--- src/hdl/core_seq_pkg.sv ---
// constants and types for the core sequencing block
//
// Contract
// RQ1: interrupt flags set on their event whatever the enable bits hold.
// RQ2: reset-cause register tells power-on, master-clear, watchdog, brown-out apart.
// RQ3: brown-out flag unknown after power-on; software sets it, brown-out clears.
// RQ4: brown-out flag is unspecified while brown-out detection is disabled.
// RQ5: program counter is 13 bits; its low byte is a read/write register.
// RQ6: upper counter bits not directly accessible; loaded only from high latch.
// RQ7: every reset clears the whole program counter.
// RQ8: a low-byte write copies high-latch bits 4..0 into upper counter bits.
// RQ9: call and goto take the top two counter bits from latch bits 4..3.
// RQ10: call and goto take the lower eleven bits from the instruction.
// RQ11: adding to the low byte never carries into upper bits.
// RQ12: eight-entry, 13-bit return stack outside program and data space.
// RQ13: stack pointer is not reachable by software.
// RQ14: counter pushed on call and on interrupt vectoring.
// RQ15: return, return-with-literal and return-from-interrupt pop into the counter.
// RQ16: pushes and pops leave the high latch unchanged.
// RQ17: stack is circular, ninth push overwrites first; no overflow status.
// RQ18: accesses to the indirect port go to the location the pointer selects.
// RQ19: reading the indirect port through itself returns 00h.
// RQ20: writing the indirect port through itself stores nothing.
// RQ21: effective indirect address is bank bit above the 8-bit pointer.
// RQ22: the indirect bank bit has no effect on addressing here.
// RQ23: interrupt needs flag, enable, global enable; peripherals also peripheral enable.
package core_seq_pkg;

   // ------------------------------------------------------------------
   // widths
   // ------------------------------------------------------------------
   localparam int ADDR_W = 8;
   localparam int DATA_W = 8;
   localparam int PC_W = 13;
   localparam int LIT_W = 11;
   localparam int LATCH_W = 5;
   localparam int STACK_DEPTH = 8;
   localparam logic BANK_BIT_USED = 1'b0;

   // ------------------------------------------------------------------
   // register map
   // ------------------------------------------------------------------
   localparam logic [7:0] ADDR_INDIRECT_PORT = 8'h00;
   localparam logic [7:0] ADDR_PC_LOW = 8'h02;
   localparam logic [7:0] ADDR_POINTER = 8'h04;
   localparam logic [7:0] ADDR_PC_HIGH_LATCH = 8'h0A;
   localparam logic [7:0] ADDR_INTERRUPT_CONTROL = 8'h0B;
   localparam logic [7:0] ADDR_COMPARATOR_FLAGS = 8'h0C;
   localparam logic [7:0] ADDR_COMPARATOR_ENABLES = 8'h8C;
   localparam logic [7:0] ADDR_RESET_CAUSE = 8'h8E;
   localparam logic [7:0] MIRROR_MASK = 8'h7F;

   // ------------------------------------------------------------------
   // field positions
   // ------------------------------------------------------------------
   localparam int GIE_BIT = 7;
   localparam int PERIPHERAL_IRQ_ENABLE_BIT = 6;
   localparam int TIMER_OVERFLOW_IRQ_ENABLE_BIT = 5;
   localparam int INTE_BIT = 4;
   localparam int PORT_CHANGE_IRQ_ENABLE_BIT = 3;
   localparam int TIMER_OVERFLOW_FLAG_BIT = 2;
   localparam int EXTERNAL_PIN_FLAG_BIT = 1;
   localparam int PORT_CHANGE_FLAG_BIT = 0;
   localparam int CMP_IRQ_BIT = 6;
   localparam int RC_BOR_N_BIT = 0;
   localparam int RC_POR_N_BIT = 1;
   localparam int RC_WDT_N_BIT = 2;
   localparam int RC_EXTERNAL_MASTER_CLEAR_N_BIT = 3;
   localparam int RC_BROWNOUT_DETECT_ENABLE_BIT = 4;
   localparam logic [7:0] RC_SW_MASK = 8'h0F;

   // ------------------------------------------------------------------
   // reset values and fixed numbers
   // ------------------------------------------------------------------
   localparam logic [7:0] BYTE_ZERO = 8'h00;
   localparam logic [7:0] READ_SELF = 8'h00;
   localparam logic [12:0] PC_RST = 13'h0000;
   localparam logic [12:0] PC_ONE = 13'h0001;
   localparam logic [12:0] VECTOR_ADDR = 13'h0004;
   localparam logic [4:0] LATCH_RST = 5'h00;

   // ------------------------------------------------------------------
   // types
   // ------------------------------------------------------------------
   typedef enum logic [2:0] {
      SEQ_HOLD = 3'b000,
      SEQ_STEP = 3'b001,
      SEQ_GOTO = 3'b010,
      SEQ_CALL = 3'b011,
      SEQ_RETURN = 3'b100,
      SEQ_RETURN_FROM_INTERRUPT = 3'b101,
      SEQ_VECTOR = 3'b110,
      SEQ_ADD_LOW = 3'b111
   } seq_op_t;

   typedef enum logic [3:0] {
      SEL_NONE = 4'b0000,
      SEL_INDIRECT = 4'b0001,
      SEL_PC_LOW = 4'b0010,
      SEL_POINTER = 4'b0011,
      SEL_HIGH_LATCH = 4'b0100,
      SEL_INT_CONTROL = 4'b0101,
      SEL_CMP_FLAGS = 4'b0110,
      SEL_CMP_ENABLES = 4'b0111,
      SEL_RESET_CAUSE = 4'b1000
   } reg_sel_t;

   typedef struct packed {
      seq_op_t op;
      logic [10:0] target;
   } seq_req_t;

   typedef struct packed {
      logic timer_overflow;
      logic external_pin;
      logic port_change;
      logic comparator;
   } irq_events_t;

   typedef struct packed {
      logic power_on;
      logic master_clear;
      logic watchdog;
      logic brownout;
   } reset_source_t;

   typedef struct packed {
      logic [8:0] addr;
      logic [7:0] wdata;
      logic wr;
      logic rd;
   } mem_req_t;

endpackage

--- src/hdl/core_pc_stack_indirect_irq.sv ---
// program counter, return stack, indirect access and interrupt control
`timescale 1ns/1ps
module core_pc_stack_indirect_irq #(
   parameter int STACK_DEPTH = core_seq_pkg::STACK_DEPTH
)(
   input wire logic clk,
   input wire logic sys_rst,
   input wire logic [core_seq_pkg::ADDR_W-1:0] reg_addr,
   input wire logic [core_seq_pkg::DATA_W-1:0] reg_wdata,
   input wire logic reg_wr,
   input wire logic reg_rd,
   output logic [core_seq_pkg::DATA_W-1:0] reg_rdata_q,
   output logic reg_rd_own_q,
   input wire core_seq_pkg::seq_req_t seq_req,
   input wire logic indirect_bank_bit,
   input wire core_seq_pkg::irq_events_t irq_events,
   input wire core_seq_pkg::reset_source_t reset_source,
   input wire logic brownout_detect_enable,
   output logic [core_seq_pkg::PC_W-1:0] pc_q,
   output core_seq_pkg::mem_req_t mem_req_q,
   output logic irq_request_q
);
   import core_seq_pkg::*;

   localparam int SP_W = $clog2(STACK_DEPTH);

   // ------------------------------------------------------------------
   // address decode
   // ------------------------------------------------------------------
   // banked registers match the full address, the rest are mirrored
   function automatic reg_sel_t reg_decode(input logic [7:0] a);
      reg_sel_t s;
      s = SEL_NONE;
      if ((a & MIRROR_MASK) == ADDR_INDIRECT_PORT)
         s = SEL_INDIRECT;
      else if ((a & MIRROR_MASK) == ADDR_PC_LOW)
         s = SEL_PC_LOW;
      else if ((a & MIRROR_MASK) == ADDR_POINTER)
         s = SEL_POINTER;
      else if ((a & MIRROR_MASK) == ADDR_PC_HIGH_LATCH)
         s = SEL_HIGH_LATCH;
      else if ((a & MIRROR_MASK) == ADDR_INTERRUPT_CONTROL)
         s = SEL_INT_CONTROL;
      else if (a == ADDR_COMPARATOR_FLAGS)
         s = SEL_CMP_FLAGS;
      else if (a == ADDR_COMPARATOR_ENABLES)
         s = SEL_CMP_ENABLES;
      else if (a == ADDR_RESET_CAUSE)
         s = SEL_RESET_CAUSE;
      return s;
   endfunction

   logic [7:0] pointer_q;
   logic [LATCH_W-1:0] high_latch_q;
   logic [7:0] int_control_q;
   logic [7:0] int_control_d;
   logic [7:0] cmp_flags_q;
   logic [7:0] cmp_flags_d;
   logic [7:0] cmp_enables_q;
   logic [7:0] reset_cause_q;
   logic rst_seen_q;
   logic [PC_W-1:0] pc_d;
   logic [PC_W-1:0] stack_mem [STACK_DEPTH];
   logic [SP_W-1:0] sp_q;
   logic [PC_W-1:0] stack_top;
   logic [PC_W-1:0] push_val;
   logic push;
   logic pop;
   reg_sel_t raw_sel;
   reg_sel_t eff_sel;
   logic indirect;
   logic self_indirect;
   logic [8:0] eff_addr;
   logic wr_en;
   logic pc_low_wr;
   logic core_pending;
   logic periph_pending;

   // ------------------------------------------------------------------
   // indirect resolution
   // ------------------------------------------------------------------
   // the port's own address is swapped for the pointer's target
   assign raw_sel = reg_decode(reg_addr);
   assign indirect = (raw_sel == SEL_INDIRECT); // [RQ18]
   assign eff_addr = indirect ?
      {indirect_bank_bit & BANK_BIT_USED, pointer_q} : // [RQ21] [RQ22]
      {1'b0, reg_addr};
   assign eff_sel = reg_decode(eff_addr[7:0]);
   assign self_indirect = indirect && (eff_sel == SEL_INDIRECT);
   assign wr_en = reg_wr && !self_indirect; // [RQ20]
   assign pc_low_wr = wr_en && (eff_sel == SEL_PC_LOW);

   // ------------------------------------------------------------------
   // return stack
   // ------------------------------------------------------------------
   // pointer is internal only and wraps, so old entries are overwritten
   assign push = (seq_req.op == SEQ_CALL) || (seq_req.op == SEQ_VECTOR);
   assign pop = (seq_req.op == SEQ_RETURN) || (seq_req.op == SEQ_RETURN_FROM_INTERRUPT);
   assign stack_top = stack_mem[sp_q - SP_W'(1)];
   assign push_val = (seq_req.op == SEQ_CALL) ? pc_q + PC_ONE : pc_q;

   // stack storage, no reset on the array
   always_ff @(posedge clk)
   begin
      if (push)
         stack_mem[sp_q] <= push_val; // [RQ12] [RQ14]
   end

   // stack pointer, hidden from software
   always_ff @(posedge clk or posedge sys_rst)
   begin
      if (sys_rst)
         sp_q <= '0;
      else if (push)
         sp_q <= sp_q + SP_W'(1); // [RQ13] [RQ17]
      else if (pop)
         sp_q <= sp_q - SP_W'(1); // [RQ15] [RQ17]
   end

   // ------------------------------------------------------------------
   // program counter
   // ------------------------------------------------------------------
   // next counter value; a low-byte write beats any sequencing op
   always_comb
   begin
      pc_d = pc_q;
      case (seq_req.op)
         SEQ_HOLD: pc_d = pc_q;
         SEQ_STEP: pc_d = pc_q + PC_ONE;
         SEQ_GOTO, SEQ_CALL:
            pc_d = {high_latch_q[4:3], seq_req.target}; // [RQ9] [RQ10]
         SEQ_RETURN, SEQ_RETURN_FROM_INTERRUPT: pc_d = stack_top; // [RQ15]
         SEQ_VECTOR: pc_d = VECTOR_ADDR; // [RQ14]
         SEQ_ADD_LOW:
            pc_d = {pc_q[12:8], pc_q[7:0] + seq_req.target[7:0]}; // [RQ11]
         default: pc_d = pc_q;
      endcase
      if (pc_low_wr)
         pc_d = {high_latch_q, reg_wdata}; // [RQ6] [RQ8]
   end

   // counter register, cleared by reset
   always_ff @(posedge clk or posedge sys_rst)
   begin
      if (sys_rst)
         pc_q <= PC_RST; // [RQ7]
      else
         pc_q <= pc_d; // [RQ5]
   end

   // ------------------------------------------------------------------
   // plain software registers
   // ------------------------------------------------------------------
   // high latch, written only by software
   always_ff @(posedge clk or posedge sys_rst)
   begin
      if (sys_rst)
         high_latch_q <= LATCH_RST;
      else if (wr_en && eff_sel == SEL_HIGH_LATCH)
         high_latch_q <= reg_wdata[LATCH_W-1:0]; // [RQ16]
   end

   // indirect pointer
   always_ff @(posedge clk or posedge sys_rst)
   begin
      if (sys_rst)
         pointer_q <= BYTE_ZERO;
      else if (wr_en && eff_sel == SEL_POINTER)
         pointer_q <= reg_wdata;
   end

   // comparator enables
   always_ff @(posedge clk or posedge sys_rst)
   begin
      if (sys_rst)
         cmp_enables_q <= BYTE_ZERO;
      else if (wr_en && eff_sel == SEL_CMP_ENABLES)
         cmp_enables_q <= reg_wdata;
   end

   // ------------------------------------------------------------------
   // interrupt control
   // ------------------------------------------------------------------
   // events set flags last so a same-cycle software clear loses
   always_comb
   begin
      int_control_d = int_control_q;
      if (wr_en && eff_sel == SEL_INT_CONTROL)
         int_control_d = reg_wdata;
      if (seq_req.op == SEQ_VECTOR)
         int_control_d[GIE_BIT] = 1'b0;
      else if (seq_req.op == SEQ_RETURN_FROM_INTERRUPT)
         int_control_d[GIE_BIT] = 1'b1;
      if (irq_events.timer_overflow)
         int_control_d[TIMER_OVERFLOW_FLAG_BIT] = 1'b1; // [RQ1]
      if (irq_events.external_pin)
         int_control_d[EXTERNAL_PIN_FLAG_BIT] = 1'b1; // [RQ1]
      if (irq_events.port_change)
         int_control_d[PORT_CHANGE_FLAG_BIT] = 1'b1; // [RQ1]
   end

   // comparator flag, same set-wins ordering
   always_comb
   begin
      cmp_flags_d = cmp_flags_q;
      if (wr_en && eff_sel == SEL_CMP_FLAGS)
         cmp_flags_d = reg_wdata;
      if (irq_events.comparator)
         cmp_flags_d[CMP_IRQ_BIT] = 1'b1; // [RQ1]
   end

   // flag and enable registers
   always_ff @(posedge clk or posedge sys_rst)
   begin
      if (sys_rst)
      begin
         int_control_q <= BYTE_ZERO;
         cmp_flags_q <= BYTE_ZERO;
      end
      else
      begin
         int_control_q <= int_control_d;
         cmp_flags_q <= cmp_flags_d;
      end
   end

   // request needs flag, enable and global enable
   assign core_pending =
      (int_control_q[TIMER_OVERFLOW_IRQ_ENABLE_BIT] && int_control_q[TIMER_OVERFLOW_FLAG_BIT]) ||
      (int_control_q[INTE_BIT] && int_control_q[EXTERNAL_PIN_FLAG_BIT]) ||
      (int_control_q[PORT_CHANGE_IRQ_ENABLE_BIT] && int_control_q[PORT_CHANGE_FLAG_BIT]);
   assign periph_pending = int_control_q[PERIPHERAL_IRQ_ENABLE_BIT] &&
      cmp_enables_q[CMP_IRQ_BIT] && cmp_flags_q[CMP_IRQ_BIT];

   // registered interrupt request
   always_ff @(posedge clk or posedge sys_rst)
   begin
      if (sys_rst)
         irq_request_q <= 1'b0;
      else
         irq_request_q <= int_control_q[GIE_BIT] &&
            (core_pending || periph_pending); // [RQ23]
   end

   // ------------------------------------------------------------------
   // reset cause
   // ------------------------------------------------------------------
   // marks the first edge after release, when the cause is caught
   always_ff @(posedge clk or posedge sys_rst)
   begin
      if (sys_rst)
         rst_seen_q <= 1'b0;
      else
         rst_seen_q <= 1'b1;
   end

   // survives reset on purpose; bits power up unknown
   always_ff @(posedge clk)
   begin
      if (!rst_seen_q)
      begin
         if (reset_source.power_on)
            reset_cause_q[RC_POR_N_BIT] <= 1'b0; // [RQ2] [RQ3]
         if (reset_source.master_clear)
            reset_cause_q[RC_EXTERNAL_MASTER_CLEAR_N_BIT] <= 1'b0; // [RQ2]
         if (reset_source.watchdog)
            reset_cause_q[RC_WDT_N_BIT] <= 1'b0; // [RQ2]
         if (reset_source.brownout && brownout_detect_enable)
            reset_cause_q[RC_BOR_N_BIT] <= 1'b0; // [RQ2] [RQ4]
         reset_cause_q[RC_BROWNOUT_DETECT_ENABLE_BIT] <= brownout_detect_enable;
         reset_cause_q[7:5] <= 3'h0;
      end
      else if (wr_en && eff_sel == SEL_RESET_CAUSE)
         reset_cause_q[3:0] <= (reset_cause_q[3:0] & ~RC_SW_MASK[3:0]) |
            (reg_wdata[3:0] & RC_SW_MASK[3:0]); // [RQ3]
   end

   // ------------------------------------------------------------------
   // read port and memory forwarding
   // ------------------------------------------------------------------
   // read data stand only in the cycle after the strobe
   always_ff @(posedge clk or posedge sys_rst)
   begin
      if (sys_rst)
      begin
         reg_rdata_q <= BYTE_ZERO;
         reg_rd_own_q <= 1'b0;
      end
      else
      begin
         reg_rdata_q <= BYTE_ZERO;
         reg_rd_own_q <= reg_rd && (eff_sel != SEL_NONE);
         if (reg_rd)
            case (eff_sel)
               SEL_INDIRECT: reg_rdata_q <= READ_SELF; // [RQ19]
               SEL_PC_LOW: reg_rdata_q <= pc_q[7:0]; // [RQ5]
               SEL_POINTER: reg_rdata_q <= pointer_q;
               SEL_HIGH_LATCH: reg_rdata_q <= {3'h0, high_latch_q};
               SEL_INT_CONTROL: reg_rdata_q <= int_control_q;
               SEL_CMP_FLAGS: reg_rdata_q <= cmp_flags_q;
               SEL_CMP_ENABLES: reg_rdata_q <= cmp_enables_q;
               SEL_RESET_CAUSE: reg_rdata_q <= reset_cause_q;
               default: reg_rdata_q <= BYTE_ZERO;
            endcase
      end
   end

   // accesses to locations outside this block go to data memory
   always_ff @(posedge clk or posedge sys_rst)
   begin
      if (sys_rst)
         mem_req_q <= '0;
      else
      begin
         mem_req_q.addr <= eff_addr; // [RQ18]
         mem_req_q.wdata <= reg_wdata;
         mem_req_q.wr <= reg_wr && (eff_sel == SEL_NONE);
         mem_req_q.rd <= reg_rd && (eff_sel == SEL_NONE);
      end
   end
endmodule

--- config.mk ---
export PLATFORM = sky130hd
export DESIGN_NAME = core_pc_stack_indirect_irq
export DESIGN_NICKNAME = d
export VERILOG_FILES = /design/src/hdl/core_seq_pkg.sv /design/src/hdl/core_pc_stack_indirect_irq.sv
export SDC_FILE = /design/constraint.sdc
export NUM_CORES = 1
export LEC_CHECK = 0
export ABC_AREA = 1
export BUFFER_PORTS_ARGS = -buffer_cell sky130_fd_sc_hd__buf_2
export CAP_MARGIN = 20
export CORE_MARGIN = 2
export CORE_UTILIZATION = 30
export CTS_BUF_LIST = sky130_fd_sc_hd__clkbuf_4 sky130_fd_sc_hd__clkbuf_8
export CTS_CLUSTER_DIAMETER = 30
export DETAILED_ROUTE_END_ITERATION = 16
export SLEW_MARGIN = 20
export SYNTH_ARGS = -nofsm -noshare
export SYNTH_HDL_FRONTEND = slang
export SYNTH_SLANG_ARGS = --single-unit
--- constraint.sdc ---
create_clock -name clk -period 2.5 [get_ports clk]
set_input_delay 0.25 -clock clk [delete_from_list [all_inputs] [get_ports clk]]
set_output_delay 0.25 -clock clk [all_outputs]
set_load 0.02 [all_outputs]
# After elaboration in Yosys (flattened, before gate mapping)

Memory sizes are Yosys's and may differ from the RTL's.
Index checks and enable logic that the tools add are counted.

Memories: 1
Bits in writable memories: 104
Bits of input ports: 44
Bits in latches: 0
Output and inout port bits: 42
Flip-flop bits (word level): 87
Bits in read-only memories: 0
Word-level logic and storage cells: 151

Reduce and logical (&&, ||, !) cells: 47
Mux-type cells: 40
$lt $le $gt $ge: 0
Shift-type cells: 0
Eq/ne operators: 33
Add/sub/neg operators: 4
Divide/modulo/power cells: 0
Bitwise logic cells: 0
$mul: 0

Memory list:

| memory    | depth | width | rd ports | clocked after Yosys merged registers in | wr ports | line                             | text |
|---|---|---|---|---|---|---|---|
| stack_mem | 8     | 13    | 1        | 0                                       | 1        | core_pc_stack_indirect_irq.sv:63 | `logic [PC_W-1:0] stack_mem [STACK_DEPTH];` |

Operator list:

| cell                                                | number |
|---|---|
| 2-to-1 mux 4 bit                                    | 18 |
| one-hot mux 13 bit (5 select lines)                 | 1 |
| one-hot mux 8 bit (7 select lines)                  | 1 |
| equality test 8 bit, second input constant          | 4 |
| equality test 7 x 4 -> 1 bit, second input constant | 4 |
| 2-to-1 mux 13 bit                                   | 2 |
| 2-to-1 mux 8 bit                                    | 3 |
| logical AND 1 bit                                   | 19 |
| nonzero test 2 bit                                  | 9 |
| equality test 4 x 3 -> 1 bit, second input constant | 4 |
| equality test 8 x 4 -> 1 bit, second input constant | 2 |
| logical NOT 8 bit                                   | 2 |
| equality test 7 x 2 -> 1 bit, second input constant | 2 |
| equality test 7 x 3 -> 1 bit, second input constant | 2 |
| adder 13 x 1 -> 13 bit, second input constant       | 1 |
| equality test 3 bit, second input constant          | 4 |
| 2-to-1 mux 1 bit                                    | 12 |
| AND reduction 2 bit                                 | 5 |
| adder 8 bit                                         | 1 |
| equality test 4 x 1 -> 1 bit, second input constant | 2 |
| equality test 4 x 2 -> 1 bit, second input constant | 2 |
| 2-to-1 mux 7 bit                                    | 1 |
| equality test 3 x 2 -> 1 bit, second input constant | 2 |
| 2-to-1 mux 3 bit                                    | 2 |
| other kinds (13)                                    | 19 |

# Depth between registers and ports, before layout

Gate-level depths: netlist of run 1.

Depth in word-level cells: 28
Mapped depth: 17
Mapped depth without buffers: 14

# Least setup slack after synthesis of run 1

Ideal clock, no wire load.

Path kind: register to register
Start point: register sp_q[0]
End point: register pc_q[5] (netlist name)
Library setup time: 0.130 ns
Arrival time: 2.548 ns
Data required time: 2.370 ns
Path slack: -0.178 ns
Period minus slack after synthesis: 2.678 ns
Buffers on the path: 5
Stages on the path, launching flop included: 16
Cells stage by stage: dfrtp_1 clkbuf_1 inv_2 buf_2 buf_1 ha_1 clkbuf_1 inv_1 clkbuf_1 nor2_1 o21ai_0 o21ai_0 nand2_1 nand4_1 o211ai_1 nand3_1

Cells in the longest elaborated chain, start to end: 4

RTL lines:

| element                             | line                              | text |
|---|---|---|
| start, declared                     | core_pc_stack_indirect_irq.sv:64  | `logic [SP_W-1:0] sp_q;` |
| start signal, assigned              | core_pc_stack_indirect_irq.sv:115 | `sp_q <= sp_q + SP_W'(1);` |
| start signal, assigned              | core_pc_stack_indirect_irq.sv:117 | `sp_q <= sp_q - SP_W'(1);` |
| subtractor 3 x 1 -> 3 bit           | core_pc_stack_indirect_irq.sv:99  | `assign stack_top = stack_mem[sp_q - SP_W'(1)];` |
| memory (8 x 13 bit)                 | n/a                               |  |
| one-hot mux 13 bit (5 select lines) | core_pc_stack_indirect_irq.sv:127 | `case (seq_req.op)` |
| 2-to-1 mux 13 bit                   | core_pc_stack_indirect_irq.sv:138 | `if (pc_low_wr)` |
| end signal, assigned                | core_pc_stack_indirect_irq.sv:148 | `pc_q <= pc_d;` |
| end, declared                       | core_pc_stack_indirect_irq.sv:19  | `output logic [core_seq_pkg::PC_W-1:0] pc_q,` |

No other way between the ends.
A chain may end at the register's enable or synchronous reset.

# Worst setup path in the final report of run 1

Start point: register pc_q[1] (netlist name)
End point: memory stack_mem[2][9] (data pin)

Cells in the longest elaborated chain, start to end: 2

RTL lines:

| element                | line                              | text |
|---|---|---|
| adder 13 x 1 -> 13 bit | core_pc_stack_indirect_irq.sv:100 | `assign push_val = (seq_req.op == SEQ_CALL) ? pc_q + PC_ONE : pc_q;` |
| 2-to-1 mux 13 bit      | core_pc_stack_indirect_irq.sv:100 |  |
| named net push_val[9]  | core_pc_stack_indirect_irq.sv:66  | `logic [PC_W-1:0] push_val;` |
| end, declared          | core_pc_stack_indirect_irq.sv:63  |  |

The timed path passes the listed nets, and every way through them passes these cells.

==> results of run 1 <==
[worst reg2reg max path, delay by kind of cell, from the launching register on]
family / cells / cell delay, ns
AOI/OAI and AO/OA: 1 / 0.77
DFF: 1 / 0.37
and+or+nand+nor: 3 / 0.34
buffers and inverters: 2 / 0.34
xor gates and xnor gates: 1 / 0.15
[sequential cells by signal, indices dropped and copies added (netlist names), 5 cells and up]
name / count
stack_mem: 104
mem_req_q: 18
pc_q: 13
cmp_enables_q: 8
cmp_flags_q: 8
int_control_q: 8
pointer_q: 8
reg_rdata_q: 8
high_latch_q: 5
reset_cause_q: 5
[cell type report]
| class | count | area (µm²) |
|---|---|---|
| Fill cell | 3063 | 19000 |
| Timing Repair Buffer | 139 | 878 |
| Multi-Input combinational cell | 653 | 3230 |
| Inverter | 79 | 299 |
| Clock buffer | 17 | 234 |
| Clock inverter | 15 | 175 |
| Tap cell | 390 | 488 |
| Sequential cell | 191 | 5330 |
[cells by family after synthesis]
| kind of cell | count (synthesis) | share of synthesized area, % |
|---|---|---|
| AO/OA/AOI/OAI | 181 | 11.2 |
| AND/OR/NAND/NOR | 446 | 21.7 |
| other | 2 | 0.0833 |
| flip-flops | 191 | 59.1 |
| buffers and inverters | 110 | 5.08 |
| XOR/XNOR | 13 | 1.26 |
| adder cells (fa/ha/maj) | 11 | 1.61 |
[per-stage QoR]
stage / area [µm²] / setup slack, ns
2_1_floorplan: 9020 / 0.0581
3_3_place_gp: 10100 / 0.145
3_5_place_dp: 10100 / 0.130
4_1_cts: 10600 / 0.0886
5_1_grt: 10600 / 0.0189
6_report: 10600 / 0.190
[report_power, final]
part	switching (mW)	internal [mW]	total, mW	leakage (nW)
clock network	1.28	0.858	2.14	0.211
logic	2.40	1.15	3.55	2.28
registers	0.268	3.88	4.15	2.05
total	3.95	5.88	9.83	4.54
[per-layer routing]
layer	vias up	wire, µm	track usage (%)
met5	-	9	0
met4	2	511	5.36
met3	37	1560	3.62
met2	203	11500	25.8
met1	3421	11400	21.9
li1	3497	-	-
[Yosys cell counts, types with 2 or more instances]
library cell	count
inv_2	6
buf_2	5
ha_1	10
buf_1	2
dfrtp_1	82
a31oi_1	4
nor2_4	4
o211ai_1	5
nand2_1	222
nor2_2	5
o22ai_1	16
o21ai_2	8
nand2_2	12
xnor2_1	4
o21bai_1	2
buf_4	2
o21ai_1	26
xor2_1	9
nor2_8	2
o21ai_0	82
edfxtp_1	109
nor3_1	4
conb_1	2
nand2_4	3
a22oi_1	4
a21oi_2	4
buf_6	4
clkbuf_1	18
nand3_1	77
nor2_1	101
nand4_1	11
inv_1	71
a21oi_1	28
[timing repair]
item	CTS	global route
buffers inserted	0	0
setup endpoints to repair	0	8
hold endpoints to repair	45	0
hold buffers	17	0
gates resized for setup	0	1
[path summary, 6_finish.rpt]
path                                                end  cells past startpoint                          from  slack [ns]
min reg2reg                cmp_enables_q[7]$_DFFE_PP0P_                      2  cmp_enables_q[7]$_DFFE_PP0P_        0.49
max                           stack_mem[2][9]$_DFFE_PP_                      7           pc_q[1]$_DFFE_PP0P_        0.19
min                             mem_req_q[16]$_DFF_PP0_                      3                   reg_addr[6]        0.04
max in group asynchronous    cmp_flags_q[5]$_DFFE_PP0P_                      4                       sys_rst        1.40
max reg2reg                   stack_mem[2][9]$_DFFE_PP_                      7           pc_q[1]$_DFFE_PP0P_        0.19
min in group asynchronous           pc_q[2]$_DFFE_PP0P_                      3                       sys_rst        0.34
==> run_results.csv, run 1 <==
group,metric,value,unit
outcome,status,"finished, final reports clean",
run,maxCapViolCount,0,
grt,grt_max_degree,55,
setup_path,crit_top_cell,"buf_4",
synthesis,synth_top_area_share,36.3,%
layout,finalNetCount,1136,
sta,hold_viol,0,
placement,io_buffers,83,
setup_path,crit_arrival,2.47,ns
layout,final_common_cell,"nand2_1",
power_and_ir_drop,ir_worst_vdd,0.000458,V
grt,grtUsageTotal,16.2,%
synthesis,syn_nets,1009,
synthesis,synth_edf_count,109,
detailed_routing,routed_wl,25000,µm
grt,grt_pass1_wl,38100,µm
sta,setup_tns,0,ns
min_path,hold_class,"input port to flop",
setup_path,worstSetupStartpointType,"flop",
layout,n_antenna_cell,0,
sta,rsz0062_at_grt,"false",
synthesis,yosysTopAreaCell,"edfxtp_1",
grt,grt_overflow,0,
setup_path,worst-path-buf-inv,2,
power_and_ir_drop,p_leak,4.54,nW
setup_path,crit_family,"compound AO/OA/AOI/OAI gates",
power_and_ir_drop,finalPower,9.83,mW
clock_network,tritoncts,"done",
synthesis,syn_area,9020,µm²
setup_path,max_stage_delay,0.77,ns
die,ios,86,
grt,antenna_found_initial,1,
layout,layout.cells.non_filler,1484,
clock_network,cts-root-buf,"clkbuf_8",
setup_path,cpMaxStageDelayCell,"o21ai_0",
layout,area_growth,17.9,%
setup_path,worstPathRequired,2.66,ns
setup_path,worstPathMaxFanout,8,
detailed_routing,drt_iter0_drc,671,
sta,finClkSkew,0.0220,ns
grt,grt_pass1_vias,6753,
detailed_routing,ant_nets,0,
detailed_routing,drtPass1Iterations,4,
die,num_rows,63,
synthesis,syn_inst,954,
setup_path,path_cells,"buf_4 > nand3_1 > nor3_1 > buf_4 > nand2_1 > xor2_1 > o21ai_0",
clock_network,h-tree-depth,4,
synthesis,synth_area_per_cell,9.45,µm²
clock_network,cts.clk_slew.worst_paths,0.12,ns
setup_path,crit_type,"flop to flop",
detailed_routing,routedWlPerCell,16.8,µm
synthesis,synth_cell_type_count,43,
setup_path,end_kind,"flop",
synthesis,synth_seq_cells,191,
synthesis,async_reset_ff_share,42.9,%
placement,place.gp.congestion,0.905,
synthesis,synth_area_leaders,"edfxtp_1, dfrtp_1, nand2_1, o21ai_0, nand3_1",
clock_network,cts_sinks,191,
sta,timing.hold.ws,0.0422,ns
detailed_routing,viasPerCell,4.82,
synthesis,ys_warn_count,0,
synthesis,ys_seq_area_share,59.1,%
placement,dp_cells,1435,
sta,setup_violations,0,
layout,layout-drive-gt1-share,18.6,%
clock_network,insertion_delay,0.50,ns
power_and_ir_drop,powerDensity,925,nW/µm²
clock_network,cts_buffer_depth,2,
sta,timing.final.crit_share,92.4,%
detailed_routing,drc,0,
die,die_y,177,µm
sta,post-route-min-period,2.31,ns
synthesis,ys.flop_type,"edfxtp_1",
die,core-area,29600,µm²
sta,fmax,433,MHz
detailed_routing,vias,7160,
clock_network,cts_buffers,17,
layout,layout_common_cells,"nand2_1, edfxtp_1, nor2_1",
die,dieArea,31500,µm²
sta,drv_slew,0,
die,initial_core_util,30.4,%
sta,tightest_slew,1.04,ns
die,die_w,177,µm
placement,hpwl,18100,µm
sta,slew_headroom,30.1,%
layout,utilization,35.9,%
Power figures use the tool's default switching activity.
==> run 2: changes to the inputs <==
--- a/config.mk
+++ b/config.mk
@@ -13,6 +13,7 @@
 export CTS_BUF_LIST = sky130_fd_sc_hd__clkbuf_4 sky130_fd_sc_hd__clkbuf_8
 export CTS_CLUSTER_DIAMETER = 30
 export DETAILED_ROUTE_END_ITERATION = 16
+export PLACE_DENSITY = 0.45
 export SLEW_MARGIN = 20
 export SYNTH_ARGS = -nofsm -noshare
 export SYNTH_HDL_FRONTEND = slang
==> run_results.csv, run 2 (synthesized netlist as in run 1, its figures left out) <==
group,metric,value,unit
sta,timing.final.crit_share,92.6,%
layout,finalNetCount,1142,
placement,io_buffers,83,
power_and_ir_drop,comb_power_share,37.2,%
grt,grt_overflow,0,
die,ios,86,
setup_path,worstSetupStartpointType,"input port",
sta,hold_viol,0,
power_and_ir_drop,power.internal,6.01,mW
sta,drv_slew,0,
grt,grt_max_degree,55,
sta,setup_violations,0,
die,die_w,177,µm
detailed_routing,ant_nets,0,
detailed_routing,viasPerCell,4.76,
grt,antenna_found_initial,0,
layout,n_antenna_cell,0,
grt,grt_pass1_wl,41000,µm
sta,tightest_slew,0.947,ns
grt,grtUsageTotal,17.5,%
layout,final_common_cell,"nand2_1",
detailed_routing,routed_wl,26500,µm
die,dieArea,31500,µm²
clock_network,tritoncts,"done",
power_and_ir_drop,p_clk_share,21.6,%
detailed_routing,drc,0,
power_and_ir_drop,ir_worst_vdd,0.000465,V
outcome,status,"finished, final reports clean",
layout,nFillCells,3136,
placement,hpwl,19300,µm
clock_network,cts_buffer_depth,2,
sta,slew_headroom,36.2,%
setup_path,cpMaxStageDelayCell,"dlygate4sd3_1",
setup_path,crit_arrival,2.54,ns
setup_path,worstPathRequired,2.72,ns
setup_path,path_cells,"dlygate4sd3_1 > buf_2 > nor2_2 > nand2_2 > nor2_8 > nand2_1 > nand2_1 > nand2_1 > nor2_2 > nand2_1 > inv_1 > nand3_1 > nand2_1",
setup_path,worstPathMaxFanout,9,
die,core-area,29600,µm²
power_and_ir_drop,power.net_switching,4.02,mW
die,die_y,177,µm
layout,largest_register,"stack_mem",
detailed_routing,drtPass1Iterations,6,
power_and_ir_drop,powerDensity,935,nW/µm²
clock_network,cts-root-buf,"clkbuf_8",
layout,layout_common_cells,"nand2_1, edfxtp_1, nor2_1",
clock_network,insertion_delay,0.49,ns
setup_path,crit_type,"input port to flop",
setup_path,end_kind,"flop",
clock_network,cts_buffers,17,
power_and_ir_drop,p_leak,4.59,nW
sta,timing.hold.ws,0.0427,ns
power_and_ir_drop,switching_share,40.1,%
die,initial_core_util,30.4,%
setup_path,max_stage_delay,0.53,ns
layout,area_growth,18.9,%
sta,finClkSkew,0.0258,ns
sta,fmax,432,MHz
sta,setup_tns,0,ns
layout,largest_register_ffs,104,
grt,grt_pass1_vias,6820,
clock_network,cts.clk_slew.worst_paths,0.12,ns
placement,place.gp.congestion,0.843,
clock_network,cts_sinks,191,
layout,reg_top3,"stack_mem (104), mem_req_q (18), pc_q (13)",
layout,layout-drive-gt1-share,19.2,%
die,num_rows,63,
clock_network,h-tree-depth,4,
min_path,hold_class,"input port to flop",
detailed_routing,routedWlPerCell,17.8,µm
run,maxCapViolCount,0,
detailed_routing,vias,7095,
sta,post-route-min-period,2.32,ns
detailed_routing,drt_iter0_drc,470,
setup_path,crit_top_cell,"nand2_1",
power_and_ir_drop,power_frac_seq,41.1,%
sta,rsz0062_at_grt,"false",
[run 2: cell count changes in the layout (fill, tap and decap cells not counted)]
cell / change
o21ai_0: -4
clkinv_1: -1
nor2_2: +1
buf_12: +2
inv_8: -1
clkinv_8: +1
clkbuf_8: +1
buf_4: +4
clkinv_4: +1
nor2_1: -1
o21ai_1: +4
inv_6: -1
[run 2: final timing paths]
kind	start	endpoint	slack, ns	cells after the start
min reg2reg	cmp_enables_q[7]$_DFFE_PP0P_	cmp_enables_q[7]$_DFFE_PP0P_	0.49	2
max	reg_addr[5]	reset_cause_q[1]$_SDFFCE_PN0P_	0.18	13
max in group asynchronous	sys_rst	cmp_flags_q[5]$_DFFE_PP0P_	1.53	4
min in group asynchronous	sys_rst	reg_rd_own_q$_DFF_PP0_	0.23	3
max reg2reg	pc_q[1]$_DFFE_PP0P_	stack_mem[2][12]$_DFFE_PP_	0.28	9
min	reg_addr[3]	mem_req_q[13]$_DFF_PP0_	0.04	3
[run 2: final cells by class]
type,count,area (µm²),share of cell area (%)
inverters,79,299,2.79
multi-input cells,653,3240,30.2
well taps,390,488,4.55
clock inverters,14,176,1.65
flip-flops and latches,191,5330,49.7
clock buffers,18,248,2.31
repair buffers,145,948,8.85
[run 2: repair_timing]
item                       4_1_cts  5_1_grt
resized for setup                0        5
hold endpoints to repair        46        0
buffers inserted                 0        0
hold buffers                    17        0
setup endpoints to repair        0       33
[run 2: critical path: cells and delay by family]
kind          cells  cell delay (ns)
simple gates     10             1.40
buf+inv           3             0.88
[run 2: power by group through the flow]
stage | registers (mW) | logic [mW] | clock network (mW)
global placement | 4.19 | 3.74 | 0
floorplan | 4.27 | 2.19 | 0
finish | 4.12 | 3.73 | 2.17
global route | 4.16 | 4.22 | 2.37
detailed placement | 4.20 | 3.76 | 0
CTS | 4.13 | 3.78 | 2.24
[run 2: metrics by stage]
step           std cells  instance area [µm²]  total power, mW  worst slack, ns  util (%)
2_1_floorplan        954                 9020             6.46           0.0581         -
3_3_place_gp        1441                10100             7.93            0.157      34.2
3_5_place_dp        1441                10100             7.95            0.129      34.2
4_1_cts             1490                10700             10.2           0.0773      36.2
5_1_grt             1490                10700             10.7           0.0368      36.2
6_report            1490                10700             10.0            0.184      36.2
[run 2: layer usage]
metal	up-vias	wire, µm	global-route usage, %
li1	3501	-	-
met1	3393	13200	26.2
met2	183	11700	26.3
met3	18	1310	2.91
met4	0	319	4.34
met5	-	0	0
==> run 3: changes to the inputs <==
--- a/config.mk
+++ b/config.mk
@@ -5,7 +5,7 @@
 export SDC_FILE = /design/constraint.sdc
 export NUM_CORES = 1
 export LEC_CHECK = 0
-export ABC_AREA = 1
+export ABC_AREA = 0
 export BUFFER_PORTS_ARGS = -buffer_cell sky130_fd_sc_hd__buf_2
 export CAP_MARGIN = 20
 export CORE_MARGIN = 2
==> run_results.csv, run 3 <==
group,metric,value,unit
detailed_routing,ant_nets,0,
layout,final_cell_area,11000,µm²
setup_path,crit_arrival,2.76,ns
setup_path,path_depth,10,
layout,layout-drive-gt1-share,32.9,%
clock_network,tritoncts,"done",
sta,timing.final.crit_share,96.0,%
detailed_routing,drtPass1Iterations,5,
min_path,hold_depth,2,
layout,final_common_cell,"edfxtp_1",
setup_path,end_kind,"flop",
die,core-area,29700,µm²
layout,layout_common_cells,"edfxtp_1, buf_2, dfrtp_1",
synthesis,ys.flop_type,"edfxtp_1",
detailed_routing,routed_wl,25500,µm
synthesis,async_reset_ff_share,42.9,%
synthesis,synth_area_per_cell,13.2,µm²
layout,finalNetCount,889,
setup_path,worstPathMaxFanout,8,
detailed_routing,viasPerCell,5.08,
synthesis,yosysMostFrequentCell,"edfxtp_1",
min_path,hold_class,"input port to flop",
detailed_routing,drc,0,
synthesis,ys_warn_count,0,
placement,hpwl,18700,µm
setup_path,reg2regPathDepth,10,
die,initial_core_util,30.6,%
synthesis,ys_seq_area_share,58.6,%
setup_path,worstSetupStartpointType,"flop",
clock_network,cts_buffer_depth,2,
sta,slew_headroom,46.6,%
sta,setup_tns,0,ns
layout,reg_top3,"stack_mem (104), mem_req_q (18), pc_q (13)",
sta,drv_slew,0,
synthesis,synth_top_area_share,36.0,%
setup_path,max_stage_delay,0.47,ns
synthesis,synth_seq_cells,191,
power_and_ir_drop,finalPower,10.1,mW
layout,largest_register_ffs,104,
sta,rsz0062_at_grt,"false",
synthesis,yosysTopAreaCell,"edfxtp_1",
setup_path,crit_family,"compound AO/OA/AOI/OAI gates",
clock_network,cts_buffers,17,
layout,nFillCells,2844,
layout,layout.cells.non_filler,1236,
clock_network,insertion_delay,0.47,ns
power_and_ir_drop,p_leak,4.32,nW
layout,largest_register,"stack_mem",
placement,place_area,10400,µm²
placement,dp_cells,1188,
synthesis,synth_area_leaders,"edfxtp_1, dfrtp_1, mux4_2, mux2_2, nand2_1",
sta,fmax,417,MHz
clock_network,h-tree-depth,4,
setup_path,path_cells,"inv_1 > ha_2 > buf_12 > mux4_2 > mux2i_1 > buf_4 > o22a_1 > o311ai_0 > o21ai_0 > o21ai_0",
die,num_rows,63,
die,ios,86,
die,die_y,178,µm
setup_path,crit_type,"flop to flop",
grt,antenna_found_initial,0,
synthesis,synthTopCellsByCount,"edfxtp_1, dfrtp_1, nand2_1, nor2_1, o21ai_0",
setup_path,worstPathRequired,2.86,ns
detailed_routing,drt_iter0_drc,472,
sta,post-route-min-period,2.40,ns
power_and_ir_drop,ir_worst_vdd,0.000385,V
synthesis,syn_area,9090,µm²
synthesis,synth_cell_type_count,74,
die,die_w,178,µm
setup_path,worst-path-buf-inv,3,
detailed_routing,vias,6278,
clock_network,cts_sinks,191,
sta,tightest_slew,0.801,ns
grt,grt_pass1_vias,6545,
synthesis,syn_inst,687,
die,dieArea,31700,µm²
power_and_ir_drop,powerDensity,921,nW/µm²
run,maxCapViolCount,0,
synthesis,synth_edf_count,109,
grt,grt_overflow,0,
setup_path,crit_top_cell,"o21ai_0",
layout,n_antenna_cell,0,
placement,dp_slack,0.0562,ns
setup_path,cpMaxStageDelayCell,"ha_2",
outcome,status,"finished, final reports clean",
detailed_routing,routedWlPerCell,20.6,µm
sta,hold_viol,0,
synthesis,syn_nets,742,
grt,grt_max_degree,44,
grt,grt_pass1_wl,38700,µm
sta,setup_violations,0,
clock_network,cts.clk_slew.worst_paths,0.11,ns
sta,finClkSkew,0.0224,ns
placement,io_buffers,83,
layout,area_growth,21.1,%
sta,setup_ws,0.101,ns
clock_network,post-cts-setup-buffers,0,
clock_network,cts-root-buf,"clkbuf_8",
grt,grtUsageTotal,16.5,%
placement,place.gp.congestion,0.837,
## run 3: metrics by stage
step	hold WS, ns	util (%)
global placement	0.399	35.1
detailed placement	0.417	35.1
CTS	0.00483	36.9
finish	0.0438	37.0
floorplan	0.281	-
global route	0.0250	37.0
## run 3: metal layers
| layer | share of wire, % | wire, µm | GRT usage [%] |
|---|---|---|---|
| met2 | 50 | 12800 | 28.6 |
| met4 | 1.3 | 343 | 4.47 |
| met5 | 0 | 0 | 0 |
| met3 | 3.4 | 865 | 3.05 |
| met1 | 45 | 11500 | 21.1 |
## run 3: repair_timing
action	CTS	global route
hold endpoints to repair	57	0
hold buffers	17	0
resized for setup	0	8
endpoints found under the setup margin	0	39
## run 3: cell families (layout without fill, tap and decap cells)
family          count (synthesis)  after routing  synth area share (%)
buf+inv                        62            221                  2.84
mux                            75             75                  12.6
xor+xnor                       28             28                  2.70
simple gates                  179            179                  10.2
compound gates                139            139                  11.3
other cells                     2              2                0.0826
fa+ha+maj                      11             11                  1.60
flops                         191            191                  58.6
## run 3: cell type report
class	instances	area (µm²)	area share, %
clock buffer	18	241	2.19
tap	390	488	4.44
multi-input combinational	434	3560	32.3
timing repair buffer	173	1200	10.9
sequential	191	5330	48.4
clock inverter	13	125	1.14
inverter	17	65.1	0.591
## run 3: worst paths after layout
check,from,endpoint,slack (ns)
max in group asynchronous,sys_rst,sp_q[0]$_DFFE_PP0P_,1.41
worst min register to register,cmp_enables_q[3]$_DFFE_PP0P_,cmp_enables_q[3]$_DFFE_PP0P_,0.52
worst max-delay path,sp_q[0]$_DFFE_PP0P_,pc_q[5]$_DFFE_PP0P_,0.10
worst min-delay path,reg_addr[5],mem_req_q[15]$_DFF_PP0_,0.04
worst max register to register,sp_q[0]$_DFFE_PP0P_,pc_q[5]$_DFFE_PP0P_,0.10
min in group asynchronous,sys_rst,cmp_flags_q[4]$_DFFE_PP0P_,0.44
## run 3: report_power, final
part / leakage, nW / switching (mW) / internal [mW]
sequential: 2.03 / 0.297 / 3.89
combinational: 2.11 / 2.20 / 1.84
clock: 0.184 / 1.18 / 0.735
## run 3: worst register-to-register path: stages, from the launching register on
cell and delay, ns:
dfrtp_2 0.40, inv_1 0.06, ha_2 0.47, buf_12 0.17
mux4_2 0.29, mux2i_1 0.22, buf_4 0.15, o22a_1 0.17
o311ai_0 0.14, o21ai_0 0.11, o21ai_0 0.11
